--- src/inc/vrsp_pkg.sv ---
// Purpose: shared constants and types of the regulator sequencer
// Assumes: 200 MHz ref_clk
// Notes: times in ns, cycle counts derived from them except DETECT_CYC, fixed at 4
package vrsp_pkg;
  // ----------------------------------------
  // clock and timing
  // ----------------------------------------
  localparam int CLK_MHZ = 200;
  localparam int CNT_W = 21;
  localparam int RESET_TIME_NS = 55000;
  localparam int BOOT_TIME_NS = 100000;
  localparam int PGD_TIME_NS = 9000000;
  localparam int OC_TIME_NS = 9000000;
  localparam int MASK_TIME_NS = 100000;
  localparam int DEB_TIME_NS = 400;
  localparam int STEP_TIME_NS = 1000;
  localparam int RESET_CYC = (RESET_TIME_NS * CLK_MHZ + 999) / 1000;
  localparam int BOOT_CYC = (BOOT_TIME_NS * CLK_MHZ + 999) / 1000;
  localparam int PGD_CYC = (PGD_TIME_NS * CLK_MHZ + 999) / 1000;
  localparam int OC_CYC = (OC_TIME_NS * CLK_MHZ + 999) / 1000;
  localparam int MASK_CYC = (MASK_TIME_NS * CLK_MHZ + 999) / 1000;
  localparam logic [6:0] DEB_CYC = 7'((DEB_TIME_NS * CLK_MHZ + 999) / 1000);
  localparam logic [7:0] STEP_CYC = 8'((STEP_TIME_NS * CLK_MHZ) / 1000);
  localparam logic [CNT_W-1:0] DETECT_CYC = 21'h000004;
  // ----------------------------------------
  // codes and register map
  // ----------------------------------------
  localparam logic [6:0] SS_START_CODE = 7'h7F;
  localparam logic [6:0] DAC_300MV_CODE = 7'h60;
  localparam logic [6:0] BOOT_CODE_RST = 7'h30;
  localparam logic [3:0] REG_CTRL = 4'h0;
  localparam logic [3:0] REG_STATUS = 4'h4;
  localparam logic [3:0] REG_SETPT = 4'h8;
  localparam int CTRL_EN_BIT = 0;
  localparam int CTRL_BOOT_LSB = 8;
  localparam int SYNC_W = 26;
  typedef enum logic [3:0] {
    ST_OFF, ST_RESET, ST_DETECT, ST_SOFTSTART, ST_BOOT,
    ST_POWER_GOOD_DELAY_CAP, ST_RUN, ST_LATCH_OC, ST_LATCH_OV
  } vrsp_state_t;
  typedef enum logic [1:0] {ILIM_20UA, ILIM_6P7UA, ILIM_10UA} vrsp_ilim_t;
endpackage

--- src/inc/vrsp_vid_if.sv ---
// Purpose: link between sequencer core and code tracker
// Assumes: both ends on ref_clk
// Notes: tracker owns setpoint, target and mask
`timescale 1ns/1ps
interface vrsp_vid_if;
  logic [6:0] vid_code;
  logic deeper_sleep;
  logic sample_en;
  logic hold_start;
  logic [6:0] boot_code;
  logic [6:0] setpoint;
  logic [6:0] target;
  logic transient;
  logic mask_active;
  modport core (output vid_code, deeper_sleep, sample_en, hold_start, boot_code,
    input setpoint, target, transient, mask_active);
  modport tracker (input vid_code, deeper_sleep, sample_en, hold_start, boot_code,
    output setpoint, target, transient, mask_active);
endinterface

--- src/hdl/vrsp_sync.sv ---
// Purpose: two-stage synchroniser bank
// Assumes: inputs asynchronous to ref_clk
// Notes: first stage feeds only the second
`timescale 1ns/1ps
module vrsp_sync #(
  parameter int W = 1
) (
  // clock and reset
  input wire logic ref_clk,
  input wire logic resetn,
  // data
  input wire logic [W-1:0] async_in,
  output logic [W-1:0] sync_out
);
  logic [W-1:0] meta_q;
  // two flops per bit
  always_ff @(posedge ref_clk or negedge resetn) begin
    if (!resetn) begin
      meta_q <= '0;
      sync_out <= '0;
    end else begin
      meta_q <= async_in;
      sync_out <= meta_q;
    end
  end
endmodule

--- src/hdl/vrsp_vid_tracker.sv ---
// Purpose: code debounce, setpoint slewing and power-good mask timer
// Assumes: code already synchronised
// Notes: larger code means lower voltage
`timescale 1ns/1ps
module vrsp_vid_tracker #(
  parameter logic [vrsp_pkg::CNT_W-1:0] MASK_CYC = 21'(vrsp_pkg::MASK_CYC)
) (
  // clock and reset
  input wire logic ref_clk,
  input wire logic resetn,
  // core link
  vrsp_vid_if.tracker vif
);
  logic [6:0] raw_q, stable_q, setpt_q;
  logic [6:0] deb_q;
  logic [7:0] step_q;
  logic [vrsp_pkg::CNT_W-1:0] mask_q;
  logic ds_q;
  // change detection and target select
  wire raw_chg = vif.vid_code != raw_q;
  wire ds_edge = vif.deeper_sleep != ds_q;
  wire restart = vif.sample_en & (raw_chg | ds_edge);
  wire deb_done = !raw_chg && (deb_q == vrsp_pkg::DEB_CYC - 7'h01);
  wire step_due = step_q == vrsp_pkg::STEP_CYC - 8'h01;
  wire [6:0] tgt = vif.sample_en ? stable_q : vif.boot_code;
  assign vif.target = tgt;
  assign vif.setpoint = setpt_q;
  assign vif.mask_active = mask_q != '0;
  assign vif.transient = vif.mask_active | (setpt_q != tgt);
  // debounce: a code must sit still before it is taken
  always_ff @(posedge ref_clk or negedge resetn) begin
    if (!resetn) begin
      raw_q <= vrsp_pkg::SS_START_CODE;
      stable_q <= vrsp_pkg::SS_START_CODE;
      deb_q <= 7'h00;
      ds_q <= 1'b0;
    end else begin
      raw_q <= vif.vid_code;
      ds_q <= vif.deeper_sleep;
      deb_q <= raw_chg ? 7'h00 : (deb_done ? deb_q : deb_q + 7'h01);
      if (deb_done) stable_q <= raw_q;
    end
  end
  // mask timer, restarted by each change while sample_en is high
  always_ff @(posedge ref_clk or negedge resetn) begin
    if (!resetn) mask_q <= '0;
    else if (restart) mask_q <= MASK_CYC;
    else if (mask_q != '0) mask_q <= mask_q - 21'h000001;
  end
  // one code step per microsecond toward the target
  always_ff @(posedge ref_clk or negedge resetn) begin
    if (!resetn) begin
      setpt_q <= vrsp_pkg::SS_START_CODE;
      step_q <= 8'h00;
    end else if (vif.hold_start || setpt_q == tgt) begin
      if (vif.hold_start) setpt_q <= vrsp_pkg::SS_START_CODE;
      step_q <= 8'h00;
    end else if (step_due) begin
      step_q <= 8'h00;
      setpt_q <= (setpt_q > tgt) ? setpt_q - 7'h01 : setpt_q + 7'h01;
    end else begin
      step_q <= step_q + 8'h01;
    end
  end
endmodule

--- src/hdl/vrsp_sequencer.sv ---
// Purpose: supervisory logic of a multiphase core regulator controller
// Assumes: comparator results arrive as levels, Avalon-MM register access
// Notes: analog loop and sensing live outside; this block only steers them
// Summary of operation
// - power good high only while output within -300/+200 mV of setpoint
// - setpoint below 300 mV: only the upper window bound is checked
// - power-good failures masked about 100 us after code change or sleep edge
// - each code change after clock release reloads the mask timer with its full count, from which it counts down to zero
// - soft-start steps the setpoint one code at a time to boot code
// - hold boot voltage 100 us, then assert clock release low
// - power good rises 9 ms after clock release goes low
// - sense node discharge switch on during lockout or shutdown
// - supply good with enable: reset cycle, phase detect, then soft-start
// - processor code sampled only after clock release; boot code before
// - setpoint moves one code per microsecond toward a new code
// - current-limit reference chosen from configuration and active phases
// - current limit held 9 ms latches off until shutdown cycle
// - secondary current limit during start-up while output below 200 mV
// - new code ignored for at least 400 ns after any bit change
// - during code transients multiphase mode overrides phase shedding
// - overvoltage: phases low, low-side mode and driver control high
// - overvoltage trip latches off until shutdown cycle
// - sense below -300 mV: phases off, low-side controls low until -100 mV
// - reverse-voltage monitoring stays alive inside overvoltage latch
// - shutdown: phases low, capacitors discharged, low-side controls low
// - thermal alert from thermistor comparator with hysteresis
// - phase count taken from strapped phase pins at start-up
//
// The implementer's own choices: the register addresses and register access over Avalon-MM.
`timescale 1ns/1ps
module vrsp_sequencer #(
  parameter logic [vrsp_pkg::CNT_W-1:0] RESET_CYC = 21'(vrsp_pkg::RESET_CYC),
  parameter logic [vrsp_pkg::CNT_W-1:0] BOOT_CYC = 21'(vrsp_pkg::BOOT_CYC),
  parameter logic [vrsp_pkg::CNT_W-1:0] PGD_CYC = 21'(vrsp_pkg::PGD_CYC),
  parameter logic [vrsp_pkg::CNT_W-1:0] OC_CYC = 21'(vrsp_pkg::OC_CYC),
  parameter logic [vrsp_pkg::CNT_W-1:0] MASK_CYC = 21'(vrsp_pkg::MASK_CYC)
) (
  // clock and reset
  input wire logic ref_clk,
  input wire logic resetn,
  // avalon-mm slave
  input wire logic [3:0] avs_address,
  input wire logic avs_read,
  input wire logic avs_write,
  input wire logic [31:0] avs_writedata,
  input wire logic [3:0] avs_byteenable,
  output logic [31:0] avs_readdata,
  output logic avs_waitrequest,
  // processor side
  input wire logic [6:0] voltage_id_code,
  input wire logic deeper_sleep_in,
  input wire logic phase_shed_in,
  output logic cpu_clock_release_n,
  output logic power_good_out,
  // supply, enable and comparators
  input wire logic supply_ok_in,
  input wire logic enable_in,
  input wire logic pg_above_upper_in,
  input wire logic pg_below_lower_in,
  input wire logic current_limit_in,
  input wire logic overvoltage_trip,
  input wire logic reverse_voltage_trip,
  input wire logic sense_above_n100mv_in,
  input wire logic output_below_200mv_in,
  input wire logic thermistor_sense_in,
  input wire logic thermistor_below_lo_in,
  // phase pins and modulator
  input wire logic [2:0] pwm_modulator_in,
  input wire logic [2:0] phase_drive_i,
  output logic [2:0] phase_drive_o,
  output logic [2:0] phase_drive_oe_n,
  // driver controls
  output logic low_side_mode_n,
  output logic driver_control_n,
  output logic thermal_alert_n,
  // analog steering
  output logic sense_discharge_on,
  output logic ss_cap_discharge,
  output logic power_good_delay_cap,
  output logic secondary_ilim_en,
  output logic [1:0] ilim_ref_sel,
  output logic force_pwm_mode,
  output logic [6:0] dac_setpoint
);
  // ----------------------------------------
  // input synchronisers
  // ----------------------------------------
  logic [vrsp_pkg::SYNC_W-1:0] raw_in, syn;
  assign raw_in = {voltage_id_code, deeper_sleep_in, phase_shed_in, supply_ok_in,
    enable_in, pg_above_upper_in, pg_below_lower_in, current_limit_in,
    overvoltage_trip, reverse_voltage_trip, sense_above_n100mv_in,
    output_below_200mv_in, thermistor_sense_in, thermistor_below_lo_in,
    pwm_modulator_in, phase_drive_i};

  // every external level is synchronised before use
  vrsp_sync #(.W(vrsp_pkg::SYNC_W)) u_sync (
    .ref_clk(ref_clk),
    .resetn(resetn),
    .async_in(raw_in),
    .sync_out(syn)
  );

  // named views of the synchronised inputs
  wire [6:0] vid_s = syn[25:19];
  wire ds_s = syn[18];
  wire shed_s = syn[17];
  wire supply_s = syn[16];
  wire en_s = syn[15];
  wire pg_hi_s = syn[14];
  wire pg_lo_s = syn[13];
  wire ilim_s = syn[12];
  wire ovp_s = syn[11];
  wire rvp_s = syn[10];
  wire rvp_clr_s = syn[9];
  wire below200_s = syn[8];
  wire hot_s = syn[7];
  wire cool_s = syn[6];
  wire [2:0] pwm_s = syn[5:3];
  wire [2:0] strap_s = syn[2:0];
  wire [1:0] strap_cnt = (strap_s[1] & strap_s[2]) ? 2'h1 : strap_s[2] ? 2'h2 : 2'h3;

  // ----------------------------------------
  // registers and bus slave
  // ----------------------------------------
  vrsp_pkg::vrsp_state_t state_q, state_d;
  logic sw_en_q;
  logic [6:0] boot_q;
  logic wait_q;
  logic [31:0] rdata_q;
  logic [vrsp_pkg::CNT_W-1:0] cnt_q, cnt_d, oc_q, oc_d;
  logic [1:0] pcount_q;
  logic rvp_q;
  logic pg_q, clkrel_n_q, lsm_n_q, drv_n_q, alert_n_q;
  logic dis_q, sec_q, fpwm_q;
  logic [1:0] ilim_q;
  logic [2:0] ph_o_q, ph_oe_n_q;
  vrsp_vid_if vif (); // carrier to the code tracker

  // register index match for both read and write paths
  function automatic logic reg_hit(input logic [3:0] addr, input logic [3:0] off);
    reg_hit = addr == off;
  endfunction

  // one request accepted per pass of waitrequest low
  wire bus_req = avs_read | avs_write;
  wire bus_take = bus_req & wait_q;
  wire wr_now = avs_write & !wait_q;
  wire ctrl_wr = wr_now & reg_hit(avs_address, vrsp_pkg::REG_CTRL);

  // readback words; unmapped offsets read zero
  logic [31:0] status_w, setpt_w, ctrl_w, rd_w;
  assign ctrl_w = {17'h00000, boot_q, 7'h00, sw_en_q};
  assign status_w = {20'h00000, vif.transient, pcount_q, alert_n_q, rvp_q,
    state_q == vrsp_pkg::ST_LATCH_OV, state_q == vrsp_pkg::ST_LATCH_OC, pg_q,
    state_q};
  assign setpt_w = {17'h00000, vif.target, 1'b0, vif.setpoint};
  assign rd_w = reg_hit(avs_address, vrsp_pkg::REG_CTRL) ? ctrl_w :
    reg_hit(avs_address, vrsp_pkg::REG_STATUS) ? status_w :
    reg_hit(avs_address, vrsp_pkg::REG_SETPT) ? setpt_w : 32'h00000000;

  // waitrequest drops for one cycle after a request is seen
  always_ff @(posedge ref_clk or negedge resetn) begin
    if (!resetn) begin
      wait_q <= 1'b1;
      rdata_q <= 32'h00000000;
    end else begin
      wait_q <= !bus_take;
      if (bus_take && avs_read) rdata_q <= rd_w;
    end
  end

  // control register write, byte lanes honoured
  always_ff @(posedge ref_clk or negedge resetn) begin
    if (!resetn) begin
      sw_en_q <= 1'b1;
      boot_q <= vrsp_pkg::BOOT_CODE_RST;
    end else if (ctrl_wr) begin
      if (avs_byteenable[0]) sw_en_q <= avs_writedata[vrsp_pkg::CTRL_EN_BIT];
      if (avs_byteenable[1]) boot_q <= avs_writedata[vrsp_pkg::CTRL_BOOT_LSB +: 7];
    end
  end

  // ----------------------------------------
  // code tracker
  // ----------------------------------------
  wire released = state_q == vrsp_pkg::ST_POWER_GOOD_DELAY_CAP || state_q == vrsp_pkg::ST_RUN;
  wire pre_ss = state_q == vrsp_pkg::ST_OFF || state_q == vrsp_pkg::ST_RESET ||
    state_q == vrsp_pkg::ST_DETECT;
  assign vif.vid_code = vid_s;
  assign vif.deeper_sleep = ds_s;
  assign vif.sample_en = released;
  assign vif.hold_start = pre_ss;
  assign vif.boot_code = boot_q;

  vrsp_vid_tracker #(.MASK_CYC(MASK_CYC)) u_trk (
    .ref_clk(ref_clk),
    .resetn(resetn),
    .vif(vif)
  );

  // ----------------------------------------
  // start-up sequence and latches
  // ----------------------------------------
  wire shutdown = !(supply_s & en_s & sw_en_q);
  wire switching = state_q == vrsp_pkg::ST_SOFTSTART || state_q == vrsp_pkg::ST_BOOT ||
    released;
  wire oc_trip = ilim_s && switching && oc_q == OC_CYC - 21'h000001;
  wire at_target = vif.setpoint == vif.target;
  wire cnt_last_reset = cnt_q == RESET_CYC - 21'h000001;
  wire cnt_last_det = cnt_q == vrsp_pkg::DETECT_CYC - 21'h000001;
  wire cnt_last_boot = cnt_q == BOOT_CYC - 21'h000001;
  wire cnt_last_pgd = cnt_q == PGD_CYC - 21'h000001;

  // continuous current-limit time, cleared whenever the limit lets go
  assign oc_d = (ilim_s && switching) ? oc_q + 21'h000001 : '0;

  // sequence state and its dwell counter
  always_comb begin
    state_d = state_q;
    cnt_d = cnt_q + 21'h000001;
    if (shutdown) begin
      state_d = vrsp_pkg::ST_OFF;
      cnt_d = '0;
    end else if (switching && ovp_s) begin
      state_d = vrsp_pkg::ST_LATCH_OV;
      cnt_d = '0;
    end else if (oc_trip) begin
      state_d = vrsp_pkg::ST_LATCH_OC;
      cnt_d = '0;
    end else begin
      unique case (state_q)
        vrsp_pkg::ST_OFF: begin
          state_d = vrsp_pkg::ST_RESET;
          cnt_d = '0;
        end
        vrsp_pkg::ST_RESET: begin
          if (cnt_last_reset) begin
            state_d = vrsp_pkg::ST_DETECT;
            cnt_d = '0;
          end
        end
        vrsp_pkg::ST_DETECT: begin
          if (cnt_last_det) begin
            state_d = vrsp_pkg::ST_SOFTSTART;
            cnt_d = '0;
          end
        end
        vrsp_pkg::ST_SOFTSTART: begin
          cnt_d = '0;
          if (at_target) state_d = vrsp_pkg::ST_BOOT;
        end
        vrsp_pkg::ST_BOOT: begin
          if (cnt_last_boot) begin
            state_d = vrsp_pkg::ST_POWER_GOOD_DELAY_CAP;
            cnt_d = '0;
          end
        end
        vrsp_pkg::ST_POWER_GOOD_DELAY_CAP: begin
          if (cnt_last_pgd) begin
            state_d = vrsp_pkg::ST_RUN;
            cnt_d = '0;
          end
        end
        vrsp_pkg::ST_RUN: cnt_d = '0;
        vrsp_pkg::ST_LATCH_OC: cnt_d = '0;
        vrsp_pkg::ST_LATCH_OV: cnt_d = '0;
        default: begin
          state_d = vrsp_pkg::ST_OFF;
          cnt_d = '0;
        end
      endcase
    end
  end

  // state, counters and strap capture
  always_ff @(posedge ref_clk or negedge resetn) begin
    if (!resetn) begin
      state_q <= vrsp_pkg::ST_OFF;
      cnt_q <= '0;
      oc_q <= '0;
      pcount_q <= 2'h3;
    end else begin
      state_q <= state_d;
      cnt_q <= cnt_d;
      oc_q <= oc_d;
      if (state_q == vrsp_pkg::ST_DETECT && cnt_last_det) pcount_q <= strap_cnt;
    end
  end

  // ----------------------------------------
  // phase configuration and protection
  // ----------------------------------------
  wire single = shed_s & !vif.transient;
  wire [2:0] ph_used = {pcount_q == 2'h3, pcount_q != 2'h1, 1'b1};
  wire [2:0] ph_live = single ? 3'h1 : ph_used;
  wire drive_ok = switching & !rvp_q;
  wire pg_ok = !pg_hi_s && (vif.setpoint > vrsp_pkg::DAC_300MV_CODE || !pg_lo_s);
  wire pg_d = state_q == vrsp_pkg::ST_RUN && (pg_ok || (vif.mask_active && pg_q));
  wire ls_on = (switching || state_q == vrsp_pkg::ST_LATCH_OV) && !rvp_q;
  wire [1:0] ilim_d = !single ? vrsp_pkg::ILIM_20UA :
    pcount_q == 2'h3 ? vrsp_pkg::ILIM_6P7UA :
    pcount_q == 2'h2 ? vrsp_pkg::ILIM_10UA : vrsp_pkg::ILIM_20UA;

  // reverse-voltage flag: set below -300 mV, cleared above -100 mV
  always_ff @(posedge ref_clk or negedge resetn) begin
    if (!resetn) rvp_q <= 1'b0;
    else if (state_q == vrsp_pkg::ST_OFF) rvp_q <= 1'b0;
    else if (rvp_s) rvp_q <= 1'b1;
    else if (rvp_clr_s) rvp_q <= 1'b0;
  end

  // thermal alert with hysteresis between two comparator levels
  always_ff @(posedge ref_clk or negedge resetn) begin
    if (!resetn) alert_n_q <= 1'b1;
    else if (hot_s) alert_n_q <= 1'b0;
    else if (cool_s) alert_n_q <= 1'b1;
  end

  // phase pins: released during strap sensing and, outside the off and reset states, when strapped off
  generate
    for (genvar i = 0; i < 3; i++) begin : g_ph
      always_ff @(posedge ref_clk or negedge resetn) begin
        if (!resetn) begin
          ph_o_q[i] <= 1'b0;
          ph_oe_n_q[i] <= 1'b1;
        end else begin
          ph_o_q[i] <= drive_ok & ph_live[i] & pwm_s[i];
          ph_oe_n_q[i] <= state_q == vrsp_pkg::ST_DETECT || (!pre_ss && !ph_used[i]);
        end
      end
    end
  endgenerate

  // ----------------------------------------
  // registered outputs
  // ----------------------------------------
  always_ff @(posedge ref_clk or negedge resetn) begin
    if (!resetn) begin
      pg_q <= 1'b0;
      clkrel_n_q <= 1'b1;
      lsm_n_q <= 1'b0;
      drv_n_q <= 1'b0;
      dis_q <= 1'b1;
      sec_q <= 1'b0;
      ilim_q <= vrsp_pkg::ILIM_20UA;
      fpwm_q <= 1'b1;
    end else begin
      pg_q <= pg_d;
      clkrel_n_q <= !released;
      lsm_n_q <= ls_on;
      drv_n_q <= ls_on;
      dis_q <= state_q == vrsp_pkg::ST_OFF;
      sec_q <= (state_q == vrsp_pkg::ST_SOFTSTART || state_q == vrsp_pkg::ST_BOOT) &&
        below200_s;
      ilim_q <= ilim_d;
      fpwm_q <= !single;
    end
  end

  assign avs_readdata = rdata_q;
  assign avs_waitrequest = wait_q;
  assign power_good_out = pg_q;
  assign cpu_clock_release_n = clkrel_n_q;
  assign low_side_mode_n = lsm_n_q;
  assign driver_control_n = drv_n_q;
  assign thermal_alert_n = alert_n_q;
  assign sense_discharge_on = dis_q;
  assign ss_cap_discharge = dis_q;
  assign power_good_delay_cap = dis_q;
  assign secondary_ilim_en = sec_q;
  assign ilim_ref_sel = ilim_q;
  assign force_pwm_mode = fpwm_q;
  assign phase_drive_o = ph_o_q;
  assign phase_drive_oe_n = ph_oe_n_q;

  // setpoint to the dac, registered at the top
  always_ff @(posedge ref_clk or negedge resetn) begin
    if (!resetn) dac_setpoint <= vrsp_pkg::SS_START_CODE;
    else dac_setpoint <= vif.setpoint;
  end
endmodule

--- config.mk ---
export PLATFORM = sky130hd
export DESIGN_NAME = vrsp_sequencer
export DESIGN_NICKNAME = d
export VERILOG_FILES = /design/src/inc/vrsp_pkg.sv /design/src/inc/vrsp_vid_if.sv /design/src/hdl/vrsp_sync.sv /design/src/hdl/vrsp_vid_tracker.sv /design/src/hdl/vrsp_sequencer.sv
export SDC_FILE = /design/constraint.sdc
export NUM_CORES = 1
export LEC_CHECK = 0
export BUFFER_PORTS_ARGS = -buffer_cell sky130_fd_sc_hd__buf_2
export CORE_MARGIN = 2
export CORE_UTILIZATION = 55
export CTS_CLUSTER_DIAMETER = 80
export DETAILED_ROUTE_END_ITERATION = 16
export PLACE_DENSITY = 0.75
export SKIP_LAST_GASP = 1
export SLEW_MARGIN = 20
export SYNTH_ARGS = -nofsm -noshare
export SYNTH_HDL_FRONTEND = slang
export SYNTH_HIERARCHICAL = 1
export SYNTH_SLANG_ARGS = --single-unit
--- constraint.sdc ---
create_clock -name ref_clk -period 7 [get_ports ref_clk]
set_input_delay 0.7 -clock ref_clk [delete_from_list [all_inputs] [get_ports ref_clk]]
set_output_delay 0.7 -clock ref_clk [all_outputs]
set_load 0.03 [all_outputs]
==> results by group <==
Outcome
  – Status: completed

Timing
  – Setup violators final: 0
  – Final min period: 4440 ps
  – Clk_skew: 16.8 ps
  – Final Slew Violations: 0
  – Slew @ Worst Pin: 959 ps
  – Unrepaired setup endpoints after global routing: no
  – Hold Vio Cnt, Final: 0
  – Setup_tns: 0 ps
  – Hold slack: 70.8 ps
  – Rel. slew slack: 0.355
  – FMAX: 225 MHz
  – Fin crit share: 0.634

Layout
  – Final instance area: 10,400 um2
  – Util after Layout: 0.651
  – Area Growth Syn to Fin: 14.9%
  – Final net count: 992
  – Number of diodes: 0
  – Fin cells: 1,135
  – Share of cells above drive strength 1: 0.221

Global routing
  – Grt ovf: 0
  – Initial antenna violation count: 0
  – GRT Util Overall: 0.208
  – Vias in the first global route: 5,882
  – Largest net degree at the start of global routing: 138
  – First-pass GRT wire length: 29,600 um

Synthesis
  – Ys Warns: 6
  – Avg Synthesized Cell Area: 11.0 um2
  – Mapped Cells: 817
  – Post-Syn Area: 9030 um2

Power and ir drop
  – Cell Pwr Density: 253 nW/um2
  – Clk pwr share: 0.473
  – Worst vdd ir: 0.000215 V
  – LEAKAGE: 4.68 nW
  – Sw Ratio: 0.221
  – Internal power: 2.04 mW
  – Logic gate share of total power: 0.059
  – Flop pwr share: 0.469
  – Psw: 578 uW

Clock tree
  – H-tree lvl count: 1
  – Post-CTS setup buffers: 0
  – Root buffer cell: clkbuf_16
  – CTS Hold Bufs: 0
  – Post-CTS sizing: 0
  – CTS buffer count: 22
  – CTS sink count: 203
  – Worst skew pair latency: 500 ps
  – Worst-path clk slew: 60 ps
  – Max clock buf depth: 3
  – TritonCTS clock tree: built

Floorplan
  – Die Y: 132 um
  – Core Area: 15,900 um2
  – # IOs: 128
  – Die X: 132 um
  – Starting density of the core: 0.566
  – FP Rows: 46
  – Die footprint: 17,500 um2

Worst setup path
  – Crit path buffers/inverters: 2
  – R2R Path End: u_trk/vif.setpoint[6]
  – Worst path required time: 7430 ps
  – CP max stage delay: 550 ps
  – CP startpoint kind: flip-flop
  – Worst reg2reg path startpoint: state_q[1]
  – Worst-path fanout max: 16
  – Worst Path Arrival: 4870 ps
  – Delay-heaviest family, CP: simple AND/OR/NAND/NOR gates
  – Flop-to-flop setup slack: 2560 ps
  – Cell chain of the critical path: nand2b_1 -> a21o_1 -> inv_1 -> mux2_2 -> ha_1 -> nand3_1 -> nor2_1 -> o21bai_1 -> inv_1 -> ha_1 -> nor2b_1 -> o31ai_1 -> a21oi_1 -> xnor2_1 -> and3_1 -> o21bai_1
  – Slowest-stage cell, CP: dfrtp_1
  – Crit Path Category: flip-flop to flip-flop
  – CP endpoint kind: flip-flop
  – FF-to-FF path depth: 16

Detailed routing
  – Overall routed net length: 17,700 um
  – DRT Pass-1 Iters: 6
  – Max Used Layer: met4
  – Residual DRC count: 0
  – Met3 WL: 741 um
  – Vias post-DR: 6,123
  – Per-cell routed wire length: 15.6 um
  – Vias per cell: 5.39
  – DRT iter0 DRCs: 430
  – Met1 Wirelength: 8590 um
  – Met2 WL: 8000 um
  – Routed Antenna Nets: 0

Hold path
  – HP Class: primary input to asynchronous set/reset pin

Place
  – Dpl cells: 1,094
  – HPWL after detailed placement: 12,000 um
  – Area after DPL: 9540 um2
  – Port bufs: 83
  – Gp weighted congestion: 0.802

Run
  – Max-cap violations: 0
how the worst max path moves through the flow:
stage,start,to,cells after the start
after global placement,state_q[1],u_trk/vif.setpoint[6],16
final,state_q[1],u_trk/vif.setpoint[6],16
after global routing,state_q[2],u_trk/vif.setpoint[6],16
after CTS,state_q[1],u_trk/vif.setpoint[6],16
after detailed placement,state_q[1],u_trk/vif.setpoint[6],16
after floorplan,state_q[3],u_trk/vif.setpoint[6],18
placed cells by master (no fill, tap or decap), types with 4 or more instances in the layout:
cell type / count
nor4_2: 4
nor3b_1: 4
a22oi_1: 7
bufinv_16: 4
a21oi_1: 26
nand4_1: 10
dfrtp_1: 162
ha_1: 18
clkbuf_16: 23
nor3_1: 15
nor2b_1: 4
o31ai_1: 4
o21ai_0: 35
or3_1: 6
inv_1: 19
mux2i_1: 8
nor2_1: 116
buf_2: 82
conb_1: 17
and3_1: 17
xor2_1: 41
a22o_1: 5
nand3_1: 36
xnor2_1: 41
nor4_1: 13
nand2b_1: 16
mux2_2: 16
clkbuf_1: 4
a31oi_1: 4
dfstp_2: 41
nand2_1: 53
sequential cells by signal, indices dropped and copies added, names as in the netlist, 2 cells and up:
name / flops
avs_readdata: 15
boot_q: 7
cnt_q: 21
dac_setpoint: 7
ilim_ref_sel: 2
oc_q: 21
pcount_q: 2
phase_drive_o: 3
phase_drive_oe_n: 3
state_q: 4
u_sync/meta_q: 25
u_sync/sync_out: 25
u_trk/deb_q: 7
u_trk/mask_q: 21
u_trk/raw_q: 7
u_trk/stable_q: 7
u_trk/step_q: 8
u_trk/vif.setpoint: 7
power groups by stage:
| stage | Sequential [mW] | Combinational (mW) | Clock [mW] |
|---|---|---|---|
| CTS | 1.23 | 0.153 | 1.27 |
| global route | 1.23 | 0.173 | 1.32 |
| finish | 1.23 | 0.154 | 1.24 |
| detailed placement | 1.25 | 0.151 | 0 |
| floorplan | 1.25 | 0.0904 | 0 |
| global placement | 1.25 | 0.148 | 0 |
worst reg2reg max path: cells and delay by family (launching register included):
kind	cells	cell delay [ps]
AOI/OAI and AO/OA	5	1030
xor gates and xnor gates	1	150
adders and majority gates	2	630
buffers and inverters	2	540
DFF	1	550
muxes	1	430
and+or+nand+nor	5	1040
stage by stage:
step	setup WS, ps	power (mW)
2_1_floorplan	3020	1.34
3_3_place_gp	2650	1.40
3_5_place_dp	2600	1.40
4_1_cts	2570	2.65
5_1_grt	2170	2.72
6_report	2560	2.62
cell type report:
cell class                      count  area, um2
Sequential cell                   203       5130
Timing Repair Buffer               86        468
Clock inverter                     10        161
Fill cell                        1253       5570
Tap cell                          216        270
Multi-Input combinational cell    570       3640
Clock buffer                       30        632
Inverter                           20       75.1
layer usage:
layer  global-route usage  vias up
met4               0.0598        0
met1                0.313     2995
met3               0.0331       33
met2                0.314      152
li1                     -     2943
met5                    0        -
(Power assumes the default switching activity.)
